File: src/rtl/csc_defs.svh
// constants of the clock switch controller
`ifndef CSC_DEFS_SVH
`define CSC_DEFS_SVH
`define CSC_ADDR_W 26
`define CSC_IDX_W 24
`define CSC_IDX_OSC 24'h000742
`define CSC_IDX_DIV 24'h000744
`define CSC_IDX_FBD 24'h000746
`define CSC_IDX_TUN 24'h000748
`define CSC_IDX_AUX 24'h00074A
`define CSC_IDX_SSC 24'hF80006
`define CSC_IDX_MOD 24'hF80008
`define CSC_RST_OSC 16'h7700
`define CSC_RST_DIV 16'h3040
`define CSC_RST_FBD 16'h0030
`define CSC_RST_TUN 16'h0000
`define CSC_RST_AUX 16'h0000
`define CSC_KEY_HI1 8'h78
`define CSC_KEY_HI2 8'h9A
`define CSC_KEY_LO1 8'h46
`define CSC_KEY_LO2 8'h57
`define CSC_B_REQ 0
`define CSC_B_SEC 1
`define CSC_B_CF 3
`define CSC_B_LOCK 5
`define CSC_B_FRZ 7
`define CSC_NEXT_LSB 8
`define CSC_NEXT_MSB 10
`define CSC_CUR_LSB 12
`define CSC_CUR_MSB 14
`define CSC_CFG_TS 7
`define CSC_CFG_INI_MSB 2
`define CSC_CFG_SW 7
`define CSC_CFG_MON 6
`define CSC_SRC_FRC 3'h0
`define CSC_SRC_FRCPLL 3'h1
`define CSC_SRC_POSC 3'h2
`define CSC_SRC_POSCPLL 3'h3
`define CSC_SRC_SOSC 3'h4
`define CSC_SRC_LPRC 3'h5
`define CSC_OSC_FRC 4'h1
`define CSC_OSC_POSC 4'h2
`define CSC_OSC_SOSC 4'h4
`define CSC_OSC_LPRC 4'h8
`define CSC_CLK_MHZ 10
`define CSC_OST_NS 102400
`define CSC_OST_CYC ((`CSC_OST_NS * `CSC_CLK_MHZ + 999) / 1000)
`define CSC_OST_W 11
`define CSC_BOOT_CYC 2'h3
`define CSC_SYNC_W 38
`define CSC_RESP_OK 2'h0
`define CSC_RESP_ERR 2'h2
`endif

File: src/rtl/csc_pkg.sv
// types of the clock switch controller
package csc_pkg;
    typedef enum logic [1:0] {st_boot, st_idle, st_start, st_wait}
        csc_state_t;
    typedef enum logic [1:0] {lk_idle, lk_first, lk_open} csc_unlock_t;
    typedef enum logic [2:0] {
        rg_osc, rg_div, rg_fbd, rg_tun, rg_aux, rg_ssc, rg_mod, rg_none
    } csc_reg_t;
endpackage

File: src/rtl/csc_top.sv
// clock switch controller with axi4-lite register slave
//
// Chosen here: the AXI4-Lite slave port.
`timescale 1ns/100ps
`include "csc_defs.svh"

module csc_top (
    // clock and reset
    input wire logic aclk,
    input wire logic aresetn,
    // axi4-lite write
    input wire logic [`CSC_ADDR_W-1:0] s_axi_awaddr,
    input wire logic s_axi_awvalid,
    output logic s_axi_awready,
    input wire logic [31:0] s_axi_wdata,
    input wire logic [3:0] s_axi_wstrb,
    input wire logic s_axi_wvalid,
    output logic s_axi_wready,
    output logic [1:0] s_axi_bresp,
    output logic s_axi_bvalid,
    input wire logic s_axi_bready,
    // axi4-lite read
    input wire logic [`CSC_ADDR_W-1:0] s_axi_araddr,
    input wire logic s_axi_arvalid,
    output logic s_axi_arready,
    output logic [31:0] s_axi_rdata,
    output logic [1:0] s_axi_rresp,
    output logic s_axi_rvalid,
    input wire logic s_axi_rready,
    // configuration words and oscillator status pins
    input wire logic [15:0] cfg_source_select,
    input wire logic [15:0] cfg_mode,
    input wire logic [3:0] osc_ready,
    input wire logic pll_lock,
    input wire logic sleep_instruction,
    // oscillator control
    output logic [3:0] osc_enable,
    output logic pll_enable,
    output logic [2:0] clk_select,
    output logic sleep_enter
);
    import csc_pkg::*;

    ////////////////////////////////////////////////////////////////////////
    function automatic csc_reg_t decode(input logic [`CSC_ADDR_W-1:0] a);
        logic [`CSC_IDX_W-1:0] idx;
        idx = a[`CSC_ADDR_W-1:2];
        case (idx)
            `CSC_IDX_OSC: decode = rg_osc;
            `CSC_IDX_DIV: decode = rg_div;
            `CSC_IDX_FBD: decode = rg_fbd;
            `CSC_IDX_TUN: decode = rg_tun;
            `CSC_IDX_AUX: decode = rg_aux;
            `CSC_IDX_SSC: decode = rg_ssc;
            `CSC_IDX_MOD: decode = rg_mod;
            default: decode = rg_none;
        endcase
    endfunction

    function automatic logic [3:0] src_osc(input logic [2:0] s);
        case (s)
            `CSC_SRC_POSC, `CSC_SRC_POSCPLL: src_osc = `CSC_OSC_POSC;
            `CSC_SRC_SOSC: src_osc = `CSC_OSC_SOSC;
            `CSC_SRC_LPRC: src_osc = `CSC_OSC_LPRC;
            default: src_osc = `CSC_OSC_FRC;
        endcase
    endfunction

    function automatic logic is_pll(input logic [2:0] s);
        is_pll = (s == `CSC_SRC_FRCPLL) || (s == `CSC_SRC_POSCPLL);
    endfunction

    function automatic logic is_xtal(input logic [2:0] s);
        is_xtal = (src_osc(s) == `CSC_OSC_POSC) ||
            (src_osc(s) == `CSC_OSC_SOSC);
    endfunction

    // sequence tracking for a byte that is not currently open
    function automatic csc_unlock_t lk_step(input csc_unlock_t st,
        input logic [7:0] d, input logic [7:0] k1, input logic [7:0] k2);
        if (st == lk_first && d == k2)
            lk_step = lk_open;
        else if (d == k1)
            lk_step = lk_first;
        else
            lk_step = lk_idle;
    endfunction

    ////////////////////////////////////////////////////////////////////////
    // pin synchroniser; config words are treated as slow pins
    logic [`CSC_SYNC_W-1:0] sync_a_r;
    logic [`CSC_SYNC_W-1:0] sync_b_r;
    always_ff @(posedge aclk) begin
        if (!aresetn) begin
            sync_a_r <= '0;
            sync_b_r <= '0;
        end else begin
            sync_a_r <= {cfg_source_select, cfg_mode, osc_ready, pll_lock,
                sleep_instruction};
            sync_b_r <= sync_a_r;
        end
    end

    logic [15:0] cfg_ss;
    logic [15:0] cfg_md;
    logic [3:0] rdy_s;
    logic lock_s;
    logic sleep_s;
    assign {cfg_ss, cfg_md, rdy_s, lock_s, sleep_s} = sync_b_r;

    logic sw_en;
    logic mon_en;
    assign sw_en = !cfg_md[`CSC_CFG_SW];
    assign mon_en = sw_en && !cfg_md[`CSC_CFG_MON];

    ////////////////////////////////////////////////////////////////////////
    // axi write channel: one write at a time
    logic aw_have_r;
    logic w_have_r;
    logic [`CSC_ADDR_W-1:0] awaddr_r;
    logic [15:0] wdata_r;
    logic [1:0] wstrb_r;
    logic wr_go;
    csc_reg_t wr_sel;
    assign wr_go = aw_have_r && w_have_r && !s_axi_bvalid;
    assign wr_sel = decode(awaddr_r);

    always_ff @(posedge aclk) begin
        if (!aresetn) begin
            aw_have_r <= 1'b0;
            w_have_r <= 1'b0;
            awaddr_r <= '0;
            wdata_r <= '0;
            wstrb_r <= '0;
            s_axi_awready <= 1'b0;
            s_axi_wready <= 1'b0;
            s_axi_bvalid <= 1'b0;
            s_axi_bresp <= `CSC_RESP_OK;
        end else begin
            if (!aw_have_r && !s_axi_bvalid)
                s_axi_awready <= 1'b1;
            if (!w_have_r && !s_axi_bvalid)
                s_axi_wready <= 1'b1;
            if (s_axi_awvalid && s_axi_awready) begin
                aw_have_r <= 1'b1;
                awaddr_r <= s_axi_awaddr;
                s_axi_awready <= 1'b0;
            end
            if (s_axi_wvalid && s_axi_wready) begin
                w_have_r <= 1'b1;
                wdata_r <= s_axi_wdata[15:0];
                wstrb_r <= s_axi_wstrb[1:0];
                s_axi_wready <= 1'b0;
            end
            if (wr_go) begin
                aw_have_r <= 1'b0;
                w_have_r <= 1'b0;
                s_axi_bvalid <= 1'b1;
                s_axi_bresp <= (wr_sel == rg_none) ? `CSC_RESP_ERR :
                    `CSC_RESP_OK;
            end
            if (s_axi_bvalid && s_axi_bready)
                s_axi_bvalid <= 1'b0;
        end
    end

    ////////////////////////////////////////////////////////////////////////
    // plain storage registers, byte writable
    logic [15:0] plain_r [0:3];
    localparam csc_reg_t PLAIN_SEL [0:3] = '{rg_div, rg_fbd, rg_tun, rg_aux};
    localparam logic [15:0] PLAIN_RST [0:3] = '{`CSC_RST_DIV,
        `CSC_RST_FBD, `CSC_RST_TUN, `CSC_RST_AUX};

    genvar gi;
    generate
        for (gi = 0; gi < 4; gi++) begin : g_plain
            always_ff @(posedge aclk) begin
                if (!aresetn) begin
                    plain_r[gi] <= PLAIN_RST[gi];
                end else if (wr_go && wr_sel == PLAIN_SEL[gi]) begin
                    if (wstrb_r[1])
                        plain_r[gi][15:8] <= wdata_r[15:8];
                    if (wstrb_r[0])
                        plain_r[gi][7:0] <= wdata_r[7:0];
                end
            end
        end
    endgenerate

    ////////////////////////////////////////////////////////////////////////
    // osc_control fields, unlock tracking and switch sequencer
    // literals take no part-select, so the reset word gets a name
    localparam logic [15:0] OSC_RST = `CSC_RST_OSC;
    csc_state_t state_r;
    csc_unlock_t lk_hi_r;
    csc_unlock_t lk_lo_r;
    logic [2:0] cur_r;
    logic [2:0] next_r;
    logic [2:0] tgt_r;
    logic req_r;
    logic freeze_r;
    logic cf_r;
    logic lockbit_r;
    logic sec_keep_r;
    logic ts_r;
    logic sleep_d_r;
    logic [1:0] boot_cnt_r;
    logic [`CSC_OST_W-1:0] ost_cnt_r;

    logic osc_wr;
    logic hi_wr;
    logic lo_wr;
    logic sleep_rise;
    logic ost_done;
    logic tgt_ready;
    logic req_ok;
    assign osc_wr = wr_go && wr_sel == rg_osc;
    assign hi_wr = osc_wr && wstrb_r[1];
    assign lo_wr = osc_wr && wstrb_r[0];
    assign sleep_rise = sleep_s && !sleep_d_r;
    assign ost_done = ost_cnt_r == `CSC_OST_W'(`CSC_OST_CYC);
    // frozen requests only refused in the switching-without-monitor mode
    assign req_ok = sw_en && !(freeze_r && !mon_en);
    assign tgt_ready = |(rdy_s & src_osc(tgt_r)) &&
        (!is_xtal(tgt_r) || ost_done) &&
        (!is_pll(tgt_r) || lock_s);

    always_ff @(posedge aclk) begin
        if (!aresetn) begin
            state_r <= st_boot;
            lk_hi_r <= lk_idle;
            lk_lo_r <= lk_idle;
            {cur_r, next_r} <= {OSC_RST[`CSC_CUR_MSB:`CSC_CUR_LSB],
                OSC_RST[`CSC_NEXT_MSB:`CSC_NEXT_LSB]};
            tgt_r <= `CSC_SRC_FRC;
            req_r <= 1'b0;
            freeze_r <= 1'b0;
            cf_r <= 1'b0;
            lockbit_r <= 1'b0;
            sec_keep_r <= 1'b0;
            ts_r <= 1'b0;
            sleep_d_r <= 1'b0;
            boot_cnt_r <= '0;
            ost_cnt_r <= '0;
        end else begin
            sleep_d_r <= sleep_s;
            if (is_pll(tgt_r) && state_r == st_wait)
                lockbit_r <= lock_s;
            case (state_r)
                st_boot: begin
                    // wait until the synchronised config words are valid
                    boot_cnt_r <= boot_cnt_r + 2'h1;
                    if (boot_cnt_r == `CSC_BOOT_CYC) begin
                        next_r <= cfg_ss[`CSC_CFG_INI_MSB:0];
                        if (cfg_ss[`CSC_CFG_TS] &&
                            cfg_ss[`CSC_CFG_INI_MSB:0] != `CSC_SRC_FRC) begin
                            cur_r <= `CSC_SRC_FRC;
                            tgt_r <= cfg_ss[`CSC_CFG_INI_MSB:0];
                            req_r <= 1'b1;
                            ts_r <= 1'b1;
                            ost_cnt_r <= '0;
                            state_r <= st_wait;
                        end else begin
                            cur_r <= cfg_ss[`CSC_CFG_INI_MSB:0];
                            state_r <= st_idle;
                        end
                    end
                end
                st_idle: begin
                    if (req_r)
                        state_r <= st_start;
                end
                st_start: begin
                    ost_cnt_r <= '0;
                    if (!req_r) begin
                        state_r <= st_idle;
                    end else if (next_r == cur_r) begin
                        req_r <= 1'b0;
                        state_r <= st_idle;
                    end else begin
                        lockbit_r <= 1'b0;
                        cf_r <= 1'b0;
                        tgt_r <= next_r;
                        state_r <= st_wait;
                    end
                end
                st_wait: begin
                    if (is_xtal(tgt_r) && !ost_done)
                        ost_cnt_r <= ost_cnt_r + `CSC_OST_W'(1);
                    if (!ts_r && sleep_rise) begin
                        req_r <= 1'b0;
                        state_r <= st_idle;
                    end else if (!req_r) begin
                        state_r <= st_idle;
                    end else if (!ts_r && next_r != tgt_r) begin
                        state_r <= st_start;
                    end else if (tgt_ready) begin
                        cur_r <= tgt_r;
                        req_r <= 1'b0;
                        ts_r <= 1'b0;
                        state_r <= st_idle;
                    end
                    // no ready source: simply stay here
                end
                default: state_r <= st_idle;
            endcase
            if (state_r != st_wait)
                ost_cnt_r <= '0;

            // upper byte: source selection behind its own key pair
            if (hi_wr) begin
                if (lk_hi_r == lk_open) begin
                    lk_hi_r <= lk_idle;
                    if (!ts_r)
                        next_r <= wdata_r[`CSC_NEXT_MSB:`CSC_NEXT_LSB];
                end else begin
                    lk_hi_r <= lk_step(lk_hi_r, wdata_r[15:8],
                        `CSC_KEY_HI1, `CSC_KEY_HI2);
                end
            end else if (wr_go) begin
                lk_hi_r <= lk_idle;
            end

            // lower byte; a software write here wins over a hw clear
            if (lo_wr) begin
                if (lk_lo_r == lk_open) begin
                    lk_lo_r <= lk_idle;
                    freeze_r <= freeze_r | wdata_r[`CSC_B_FRZ];
                    cf_r <= wdata_r[`CSC_B_CF];
                    sec_keep_r <= wdata_r[`CSC_B_SEC];
                    if (!ts_r) begin
                        if (!wdata_r[`CSC_B_REQ])
                            req_r <= 1'b0;
                        else if (req_ok)
                            req_r <= 1'b1;
                    end
                end else begin
                    lk_lo_r <= lk_step(lk_lo_r, wdata_r[7:0],
                        `CSC_KEY_LO1, `CSC_KEY_LO2);
                end
            end else if (wr_go) begin
                lk_lo_r <= lk_idle;
            end
        end
    end

    ////////////////////////////////////////////////////////////////////////
    // oscillator drive; make-before-break keeps old and new running
    logic switching;
    assign switching = state_r == st_wait;
    always_ff @(posedge aclk) begin
        if (!aresetn) begin
            osc_enable <= `CSC_OSC_FRC;
            pll_enable <= 1'b0;
            clk_select <= `CSC_SRC_FRC;
            sleep_enter <= 1'b0;
        end else begin
            osc_enable <= src_osc(cur_r) |
                (switching ? src_osc(tgt_r) : 4'h0) |
                (mon_en ? `CSC_OSC_FRC : 4'h0) |
                (sec_keep_r ? `CSC_OSC_SOSC : 4'h0);
            pll_enable <= is_pll(cur_r) ||
                (switching && is_pll(tgt_r));
            clk_select <= cur_r;
            sleep_enter <= sleep_rise;
        end
    end

    ////////////////////////////////////////////////////////////////////////
    // axi read channel
    logic [15:0] osc_word;
    assign osc_word = {1'b0, cur_r, 1'b0, next_r, freeze_r, 1'b0,
        lockbit_r, 1'b0, cf_r, 1'b0, sec_keep_r, req_r};

    function automatic logic [15:0] rd_mux(input csc_reg_t s,
        input logic [15:0] ow, input logic [15:0] ss,
        input logic [15:0] md);
        case (s)
            rg_osc: rd_mux = ow;
            rg_div: rd_mux = plain_r[0];
            rg_fbd: rd_mux = plain_r[1];
            rg_tun: rd_mux = plain_r[2];
            rg_aux: rd_mux = plain_r[3];
            rg_ssc: rd_mux = ss;
            rg_mod: rd_mux = md;
            default: rd_mux = 16'h0000;
        endcase
    endfunction

    csc_reg_t rd_sel;
    assign rd_sel = decode(s_axi_araddr);
    always_ff @(posedge aclk) begin
        if (!aresetn) begin
            s_axi_arready <= 1'b0;
            s_axi_rvalid <= 1'b0;
            s_axi_rdata <= '0;
            s_axi_rresp <= `CSC_RESP_OK;
        end else begin
            if (!s_axi_rvalid && !s_axi_arready)
                s_axi_arready <= 1'b1;
            if (s_axi_arvalid && s_axi_arready) begin
                s_axi_arready <= 1'b0;
                s_axi_rvalid <= 1'b1;
                s_axi_rdata <= {16'h0000,
                    rd_mux(rd_sel, osc_word, cfg_ss, cfg_md)};
                s_axi_rresp <= (rd_sel == rg_none) ? `CSC_RESP_ERR :
                    `CSC_RESP_OK;
            end
            if (s_axi_rvalid && s_axi_rready)
                s_axi_rvalid <= 1'b0;
        end
    end
endmodule

File: config.mk
export PLATFORM = sky130hd
export DESIGN_NAME = csc_top
export DESIGN_NICKNAME = d
export VERILOG_FILES = /design/src/rtl/csc_pkg.sv /design/src/rtl/csc_top.sv
export VERILOG_INCLUDE_DIRS = /design/src /design/src/rtl
export SDC_FILE = /design/constraint.sdc
export NUM_CORES = 1
export LEC_CHECK = 0
export BUFFER_PORTS_ARGS = -buffer_cell sky130_fd_sc_hd__clkbuf_2
export CORE_MARGIN = 4
export CORE_UTILIZATION = 40
export DETAILED_ROUTE_END_ITERATION = 6
export PLACE_DENSITY = 0.65
export SYNTH_ARGS = -nofsm -noshare
export SYNTH_HDL_FRONTEND = slang
export SYNTH_SLANG_ARGS = --single-unit
File: constraint.sdc
create_clock -name aclk -period 3.2 [get_ports aclk]
set_clock_uncertainty 0.05 [all_clocks]
set_input_delay 0.8 -clock aclk [delete_from_list [all_inputs] [get_ports aclk]]
set_output_delay 0.8 -clock aclk [all_outputs]
set_load 0.005 [all_outputs]
==> Word level (Yosys, flattened, before mapping) <==
Memories as Yosys holds them, arrays and structs flattened.
Cells that the tools add are included.
{ "op_classes": {"addsub": 2, "eq_ne": 67, "mux": 119, "n_bitwise": 14, "n_reduce_logical": 76} }
{ "ops": {"columns": ["operator", "count"], "rows": [
  ["$eq 24x11->1 const B", 10],
  ["$pmux 16 s7", 1],
  ["$eq 24x24->1 const B", 4],
  ["$mux 8", 8],
  ["$mux 1", 58],
  ["$mux 3", 16],
  ["$pmux 3 s7", 2],
  ["$mux 2", 18],
  ["$mux 11", 3],
  ["$pmux 11 s3", 1],
  ["$eq 3x3->1 const B", 10],
  ["$logic_and 1x1->1", 30],
  ["$eq 3x2->1 const B", 8],
  ["$eq 8x7->1 const B", 3],
  ["$pmux 4 s3", 2],
  ["$mux 4", 5],
  ["$ne 2x2->1 const B", 10],
  ["$reduce_or 2->1", 9],
  ["$logic_not 1->1", 14],
  ["$eq 3x1->1 const B", 4],
  ["$pmux 3 s2", 2],
  ["$add 11x1->11 const B", 1],
  ["$eq 11x11->1 const B", 1],
  ["$eq 2x2->1 const B", 5],
  ["other kinds (30)", 53]
]} }
{ "word_totals": {"regBits": 191, "mem_bits_rw": 64, "inputBits": 133, "out_inout_bits": 50, "elab_cells": 313, "mem_count": 1} }
{ "memory_table": {"columns": ["name", "words", "width", "read_ports", "rd_clocked_by_memory_dff", "wr", "line", "rtl"], "rows": [
  ["plain_r", 4, 16, 4, 0, 4, "csc_top.sv:169", "logic [15:0] plain_r [0:3];"]
]} }

==> Depth between registers and ports, before layout <==
{ "logic_depth": {"word_depth": 19, "depth_mapped": 9, "ltp_nobuf": 8} }

==> Least setup slack after synthesis <==
No wires, ideal clock.
{ "synth_path": {"kind": "register -> register", "startpoint": "reg awaddr_r[5]", "endpoint": "mem plain_r[3][0] (enable)", "setup_time_ns": 0.384, "arrival_time_ns": 2.036, "required_ns": 2.766, "setup_slack_ns": 0.730, "stages_incl_launch_ff": 7, "n_path_buf": 1, "synth_period_minus_slack_ns": 2.470, "cell_sequence": "dfxtp_1 > or3b_1 > a21o_1 > o22a_1 > buf_4 > nand3b_4 > o21ai_0"} }
{ "synth_lines": {"columns": ["item", "line", "rtl"], "rows": [
  ["from (decl)", "csc_top.sv:120", "logic [`CSC_ADDR_W-1:0] awaddr_r;"],
  ["from (signal assigned)", "csc_top.sv:146", "awaddr_r <= s_axi_awaddr;"],
  ["to (decl)", "csc_top.sv:169", null]
]} }

==> Final worst setup path <==
{ "layout_path": {"startpoint": "reg tgt_r[1]", "endpoint": "reg cur_r[0]"} }
{ "layout_between": {"elab_chain_len": 11, "word_cells_on_any_way": 24, "classes_between": "10 x eq/ne; 1 x mux; 1 x bitwise; 12 x reduce/logical"} }
{ "layout_lines": {"columns": ["item", "line", "rtl"], "rows": [
  ["from (decl)", "csc_top.sv:199", "logic [2:0] tgt_r;"],
  ["from (signal assigned)", "csc_top.sv:235", "tgt_r <= `CSC_SRC_FRC;"],
  ["from (signal assigned)", "csc_top.sv:258", "tgt_r <= cfg_ss[`CSC_CFG_INI_MSB:0];"],
  ["from (signal assigned)", "csc_top.sv:283", "tgt_r <= next_r;"],
  ["$eq 3x2->1", "csc_top.sv:61", "case (s)"],
  ["$reduce_or 2->1", "csc_top.sv:61", null],
  ["$pmux 4 s3", "csc_top.sv:61", null],
  ["$eq 4x2->1 (no source line) / $eq 4x3->1 (equally long branches)", null, null],
  ["$logic_or 1x1->1", "csc_top.sv:74", "is_xtal = (src_osc(s) == `CSC_OSC_POSC) ||"],
  ["$logic_not 1->1", "csc_top.sv:225", "(!is_xtal(tgt_r) || ost_done) &&"],
  ["$logic_or 1x1->1", "csc_top.sv:225", null],
  ["$logic_and 1x1->1", "csc_top.sv:224", "assign tgt_ready = |(rdy_s & src_osc(tgt_r)) &&"],
  ["$logic_and 1x1->1", "csc_top.sv:225", null],
  ["$ne 2x2->1 (no source line)", null, null],
  ["$reduce_and 6->1 (no source line) *", null, null],
  ["to (signal assigned)", "csc_top.sv:233", "{cur_r, next_r} <= {OSC_RST[`CSC_CUR_MSB:`CSC_CUR_LSB],"],
  ["to (signal assigned)", "csc_top.sv:257", "cur_r <= `CSC_SRC_FRC;"],
  ["to (signal assigned)", "csc_top.sv:264", "cur_r <= cfg_ss[`CSC_CFG_INI_MSB:0];"],
  ["to (decl)", "csc_top.sv:197", "logic [2:0] cur_r;"]
]} }
Every way passes the cells marked *; elsewhere a longest branch is shown, timed or not.
A chain may end at the register's enable or synchronous reset.

==> impl_results.md <==
- Final setup margin: 0.411 ns
- # DRC: 0
- Hold buffers post-CTS: 0
- Worst EP arrival: 3.14 ns
- Number of synthesized flops with an enable pin: 64
- Maximum vdd drop: 0.312 mV
- Status: finished clean
- Clock Power Share: 43.6%
- Synthesized instance count: 1043
- Worst R2R Path Depth: 8
- R2r endpoint: cur_r[0]$_SDFFE_PN1P_
- Synth top area cells: dfxtp_1 (36%), edfxtp_1 (18%), and2_1 (7.7%)
- Cts bufs inserted: 27
- R2r setup slk: 0.41 ns
- Synth warn: 0
- Sequential-to-total area share from yosys stat: 54.4%
- Die width: 169 um
- HP Class: reg -> reg
- Post-layout min period: 2.79 ns
- Post-synth top area cell: dfxtp_1
- Worst hold slack: 0.378 ns
- Post-Route WL: 25700 um
- IO Pins: 183
- Clk_lat worst skew: 0.52 ns
- P_leak: 4.74 nW
- Initial core utilization: 41.0%
- Max-Cap Viols: 0
- Core ar.: 25400 um^2
- Grt total ovfl: 0
- Critical Path RT: 3.55 ns
- Antenna violations before repair: 0
- Top_reg_cell synth: dfxtp_1
- Die footprint: 28700 um^2
- CP Max Fanout: 7
- Postcts setup bufs: 0
- Slew margin rel.: 39.2%
- Yosys top cell area share: 35.9%
- Die Ht: 169 um
- Worst Max-Slew Pin Slew: 0.908 ns
- Clock tree sinks: 251
- Hold Path Stages: 1
- Pre-antenna DRT Iters: 5
- Synth Register Bits: 251
- Reg2reg start: tgt_r[1]$_SDFFE_PN0P_
- Vias after detailed routing: 7985
- Max Fclk: 359 MHz
- Flop pwr share: 50.3%
- Via density: 5.19
- First-pass GRT wire length: 40700 um
- Core Rows: 58
- Bufs on Longest Clock Path: 3
- Clock-pin slew on the worst setup and hold paths: 0.06 ns
- Setup TNS: 0 ns
- Fin crit share: 87.1%
- Fraction of layout cells with a size suffix above 1: 19.8%
- Startpoint types: flip-flop
- Cts repair resizes: 0
- Cell-internal power: 5.38 mW
- Most numerous cell in the Yosys netlist: dfxtp_1
- Gate power share: 6.2%
- Most instantiated cells after synthesis: dfxtp_1 (187), nand2_1 (141), and2_1 (129)
- Synthesized cell area: 10400 um^2
- HPWL Detailed: 19100 um
- 1st-iter DRT viols: 527
- Setup Crit Path Kind: reg -> reg
- Final Hold Viols: 0
- Antenna Cells: 0
- CTS root buffer: clkbuf_16
- H-tree depth: 1
- Area grow syn2layout: 18.5%
- Pins Over Slew Limit: 0
- Largest net degree at the start of global routing: 65
- RSZ-0062 raised after global routing: no
- Final Wtd Congestion: 0.861
- GRT Overall Usage: 17.5%
- Wire per inst: 16.7 um
- Routed Antenna Nets: 0
- CTS tree: yes
- Vias in the first global route: 7734
- Final setup fails: 0
- Switching Share: 22.3%
- Port Buffers: 142
- Ys async rst share: 0%
- Total power: 6.92 mW
- Critical Path Sink Type: flip-flop
- Pwr dens: 560 nW/um^2
- Synth unique cells: 75
- Sw power: 1.54 mW
- Hold Path Sink: sync_b_r[8]$_SDFF_PN0_
- Nets: 1331
- Syn Area/Cell: 9.99 um^2
- Min-delay src: sync_a_r[8]$_SDFF_PN0_
- Pre-CTS setup slack: 0.359 ns
==> cell families after synthesis <==
family	count (synthesis)	synth area share (%)
AND/OR/NAND/NOR	452	23.6
flip-flops	251	54.4
AO/OA/AOI/OAI	199	12.6
buffers and inverters	85	3.96
multiplexers	32	3.18
XOR/XNOR	16	1.34
adder cells (fa/ha/maj)	7	0.840
other	1	0.0360
==> state kept, by name, indices dropped and copies added (netlist names), 2 cells and up <==
signal and count:
state_r 2, sync_b_r 38, wdata_r 16, lk_lo_r 2
awaddr_r 24, clk_select 3, wstrb_r 2, plain_r 64
tgt_r 3, sync_a_r 38, osc_enable 4, next_r 3
boot_cnt_r 2, s_axi_rdata 16, ost_cnt_r 11, cur_r 3
lk_hi_r 2
==> stage by stage <==
step | cells | util (%) | area [um^2]
floorplan | 1060 | - | 10500
global placement | 1492 | 45.2 | 11500
detailed placement | 1492 | 45.2 | 11500
CTS | 1538 | 48.6 | 12300
global route | 1538 | 48.6 | 12300
finish | 1538 | 48.6 | 12300
==> worst max path at each step <==
stage	start	endpoint	slack (ns)	cells past startpoint
2_1_floorplan	awaddr_r[5]$_SDFFE_PN0P_	plain_r[3][0]$_SDFFCE_PN0P_	0.73	6
3_3_place_gp	s_axi_araddr[2]	s_axi_rdata[1]$_SDFFE_PN0P_	0.39	7
3_5_place_dp	s_axi_araddr[21]	s_axi_rdata[14]$_SDFFE_PN0P_	0.36	7
4_1_cts	tgt_r[1]$_SDFFE_PN0P_	cur_r[0]$_SDFFE_PN1P_	0.40	8
5_1_grt	tgt_r[1]$_SDFFE_PN0P_	cur_r[1]$_SDFFE_PN1P_	0.12	8
6_report	tgt_r[1]$_SDFFE_PN0P_	cur_r[0]$_SDFFE_PN1P_	0.41	8
==> final cells by class <==
class | count | area [um^2]
Inverter | 18 | 67.6
Clock buffer | 39 | 803
Sequential cell | 251 | 5670
Timing Repair Buffer | 169 | 926
Clock inverter | 7 | 65.1
Multi-Input combinational cell | 724 | 4410
Tap cell | 330 | 413
Fill cell | 2400 | 13100
==> critical path, cell delays in order, from the launching register on <==
cell      delay, ns
dfxtp_1        0.48
inv_1          0.11
ha_1           0.35
or3b_1         0.40
o21ai_0        0.21
o221ai_1       0.25
a221oi_2       0.51
mux2i_1        0.23
nand2_1        0.07
==> per-layer routing <==
metal	vias to the layer above	routed length, um	share of wire, %	GRT usage (%)
met5	-	0	0	0
met2	261	11900	47	28.7
met1	3727	11300	44	23.6
met3	54	1670	6.5	3.07
li1	3943	-	-	-
met4	0	773	3.0	5.78
==> placed cells by master, fill, tap and decap left out, drive strengths merged, types with 11 or more instances in the layout <==
cell type  netlist  layout
nor4            16      16
o21ai           41      41
mux2i           23      23
clkbuf          37     181
inv             18      19
conb             1      18
nand3           16      16
xor2            14      14
a22oi           17      17
and4            16      16
and2           129     129
nor2            54      54
o2bb2ai         11      11
a22o            12      12
nor3            25      25
a21oi           65      65
edfxtp          64      64
dfxtp          187     187
o211ai          11      11
buf             30      27
nand2          141     141
==> power by group through the flow <==
stage | registers (mW) | logic (mW) | clock network (mW)
global route | 3.49 | 0.486 | 3.21
finish | 3.48 | 0.428 | 3.01
detailed placement | 3.54 | 0.430 | 0
CTS | 3.48 | 0.432 | 3.08
floorplan | 3.50 | 0.291 | 0
global placement | 3.54 | 0.422 | 0
No activity file was read; power rests on OpenSTA's default activity.
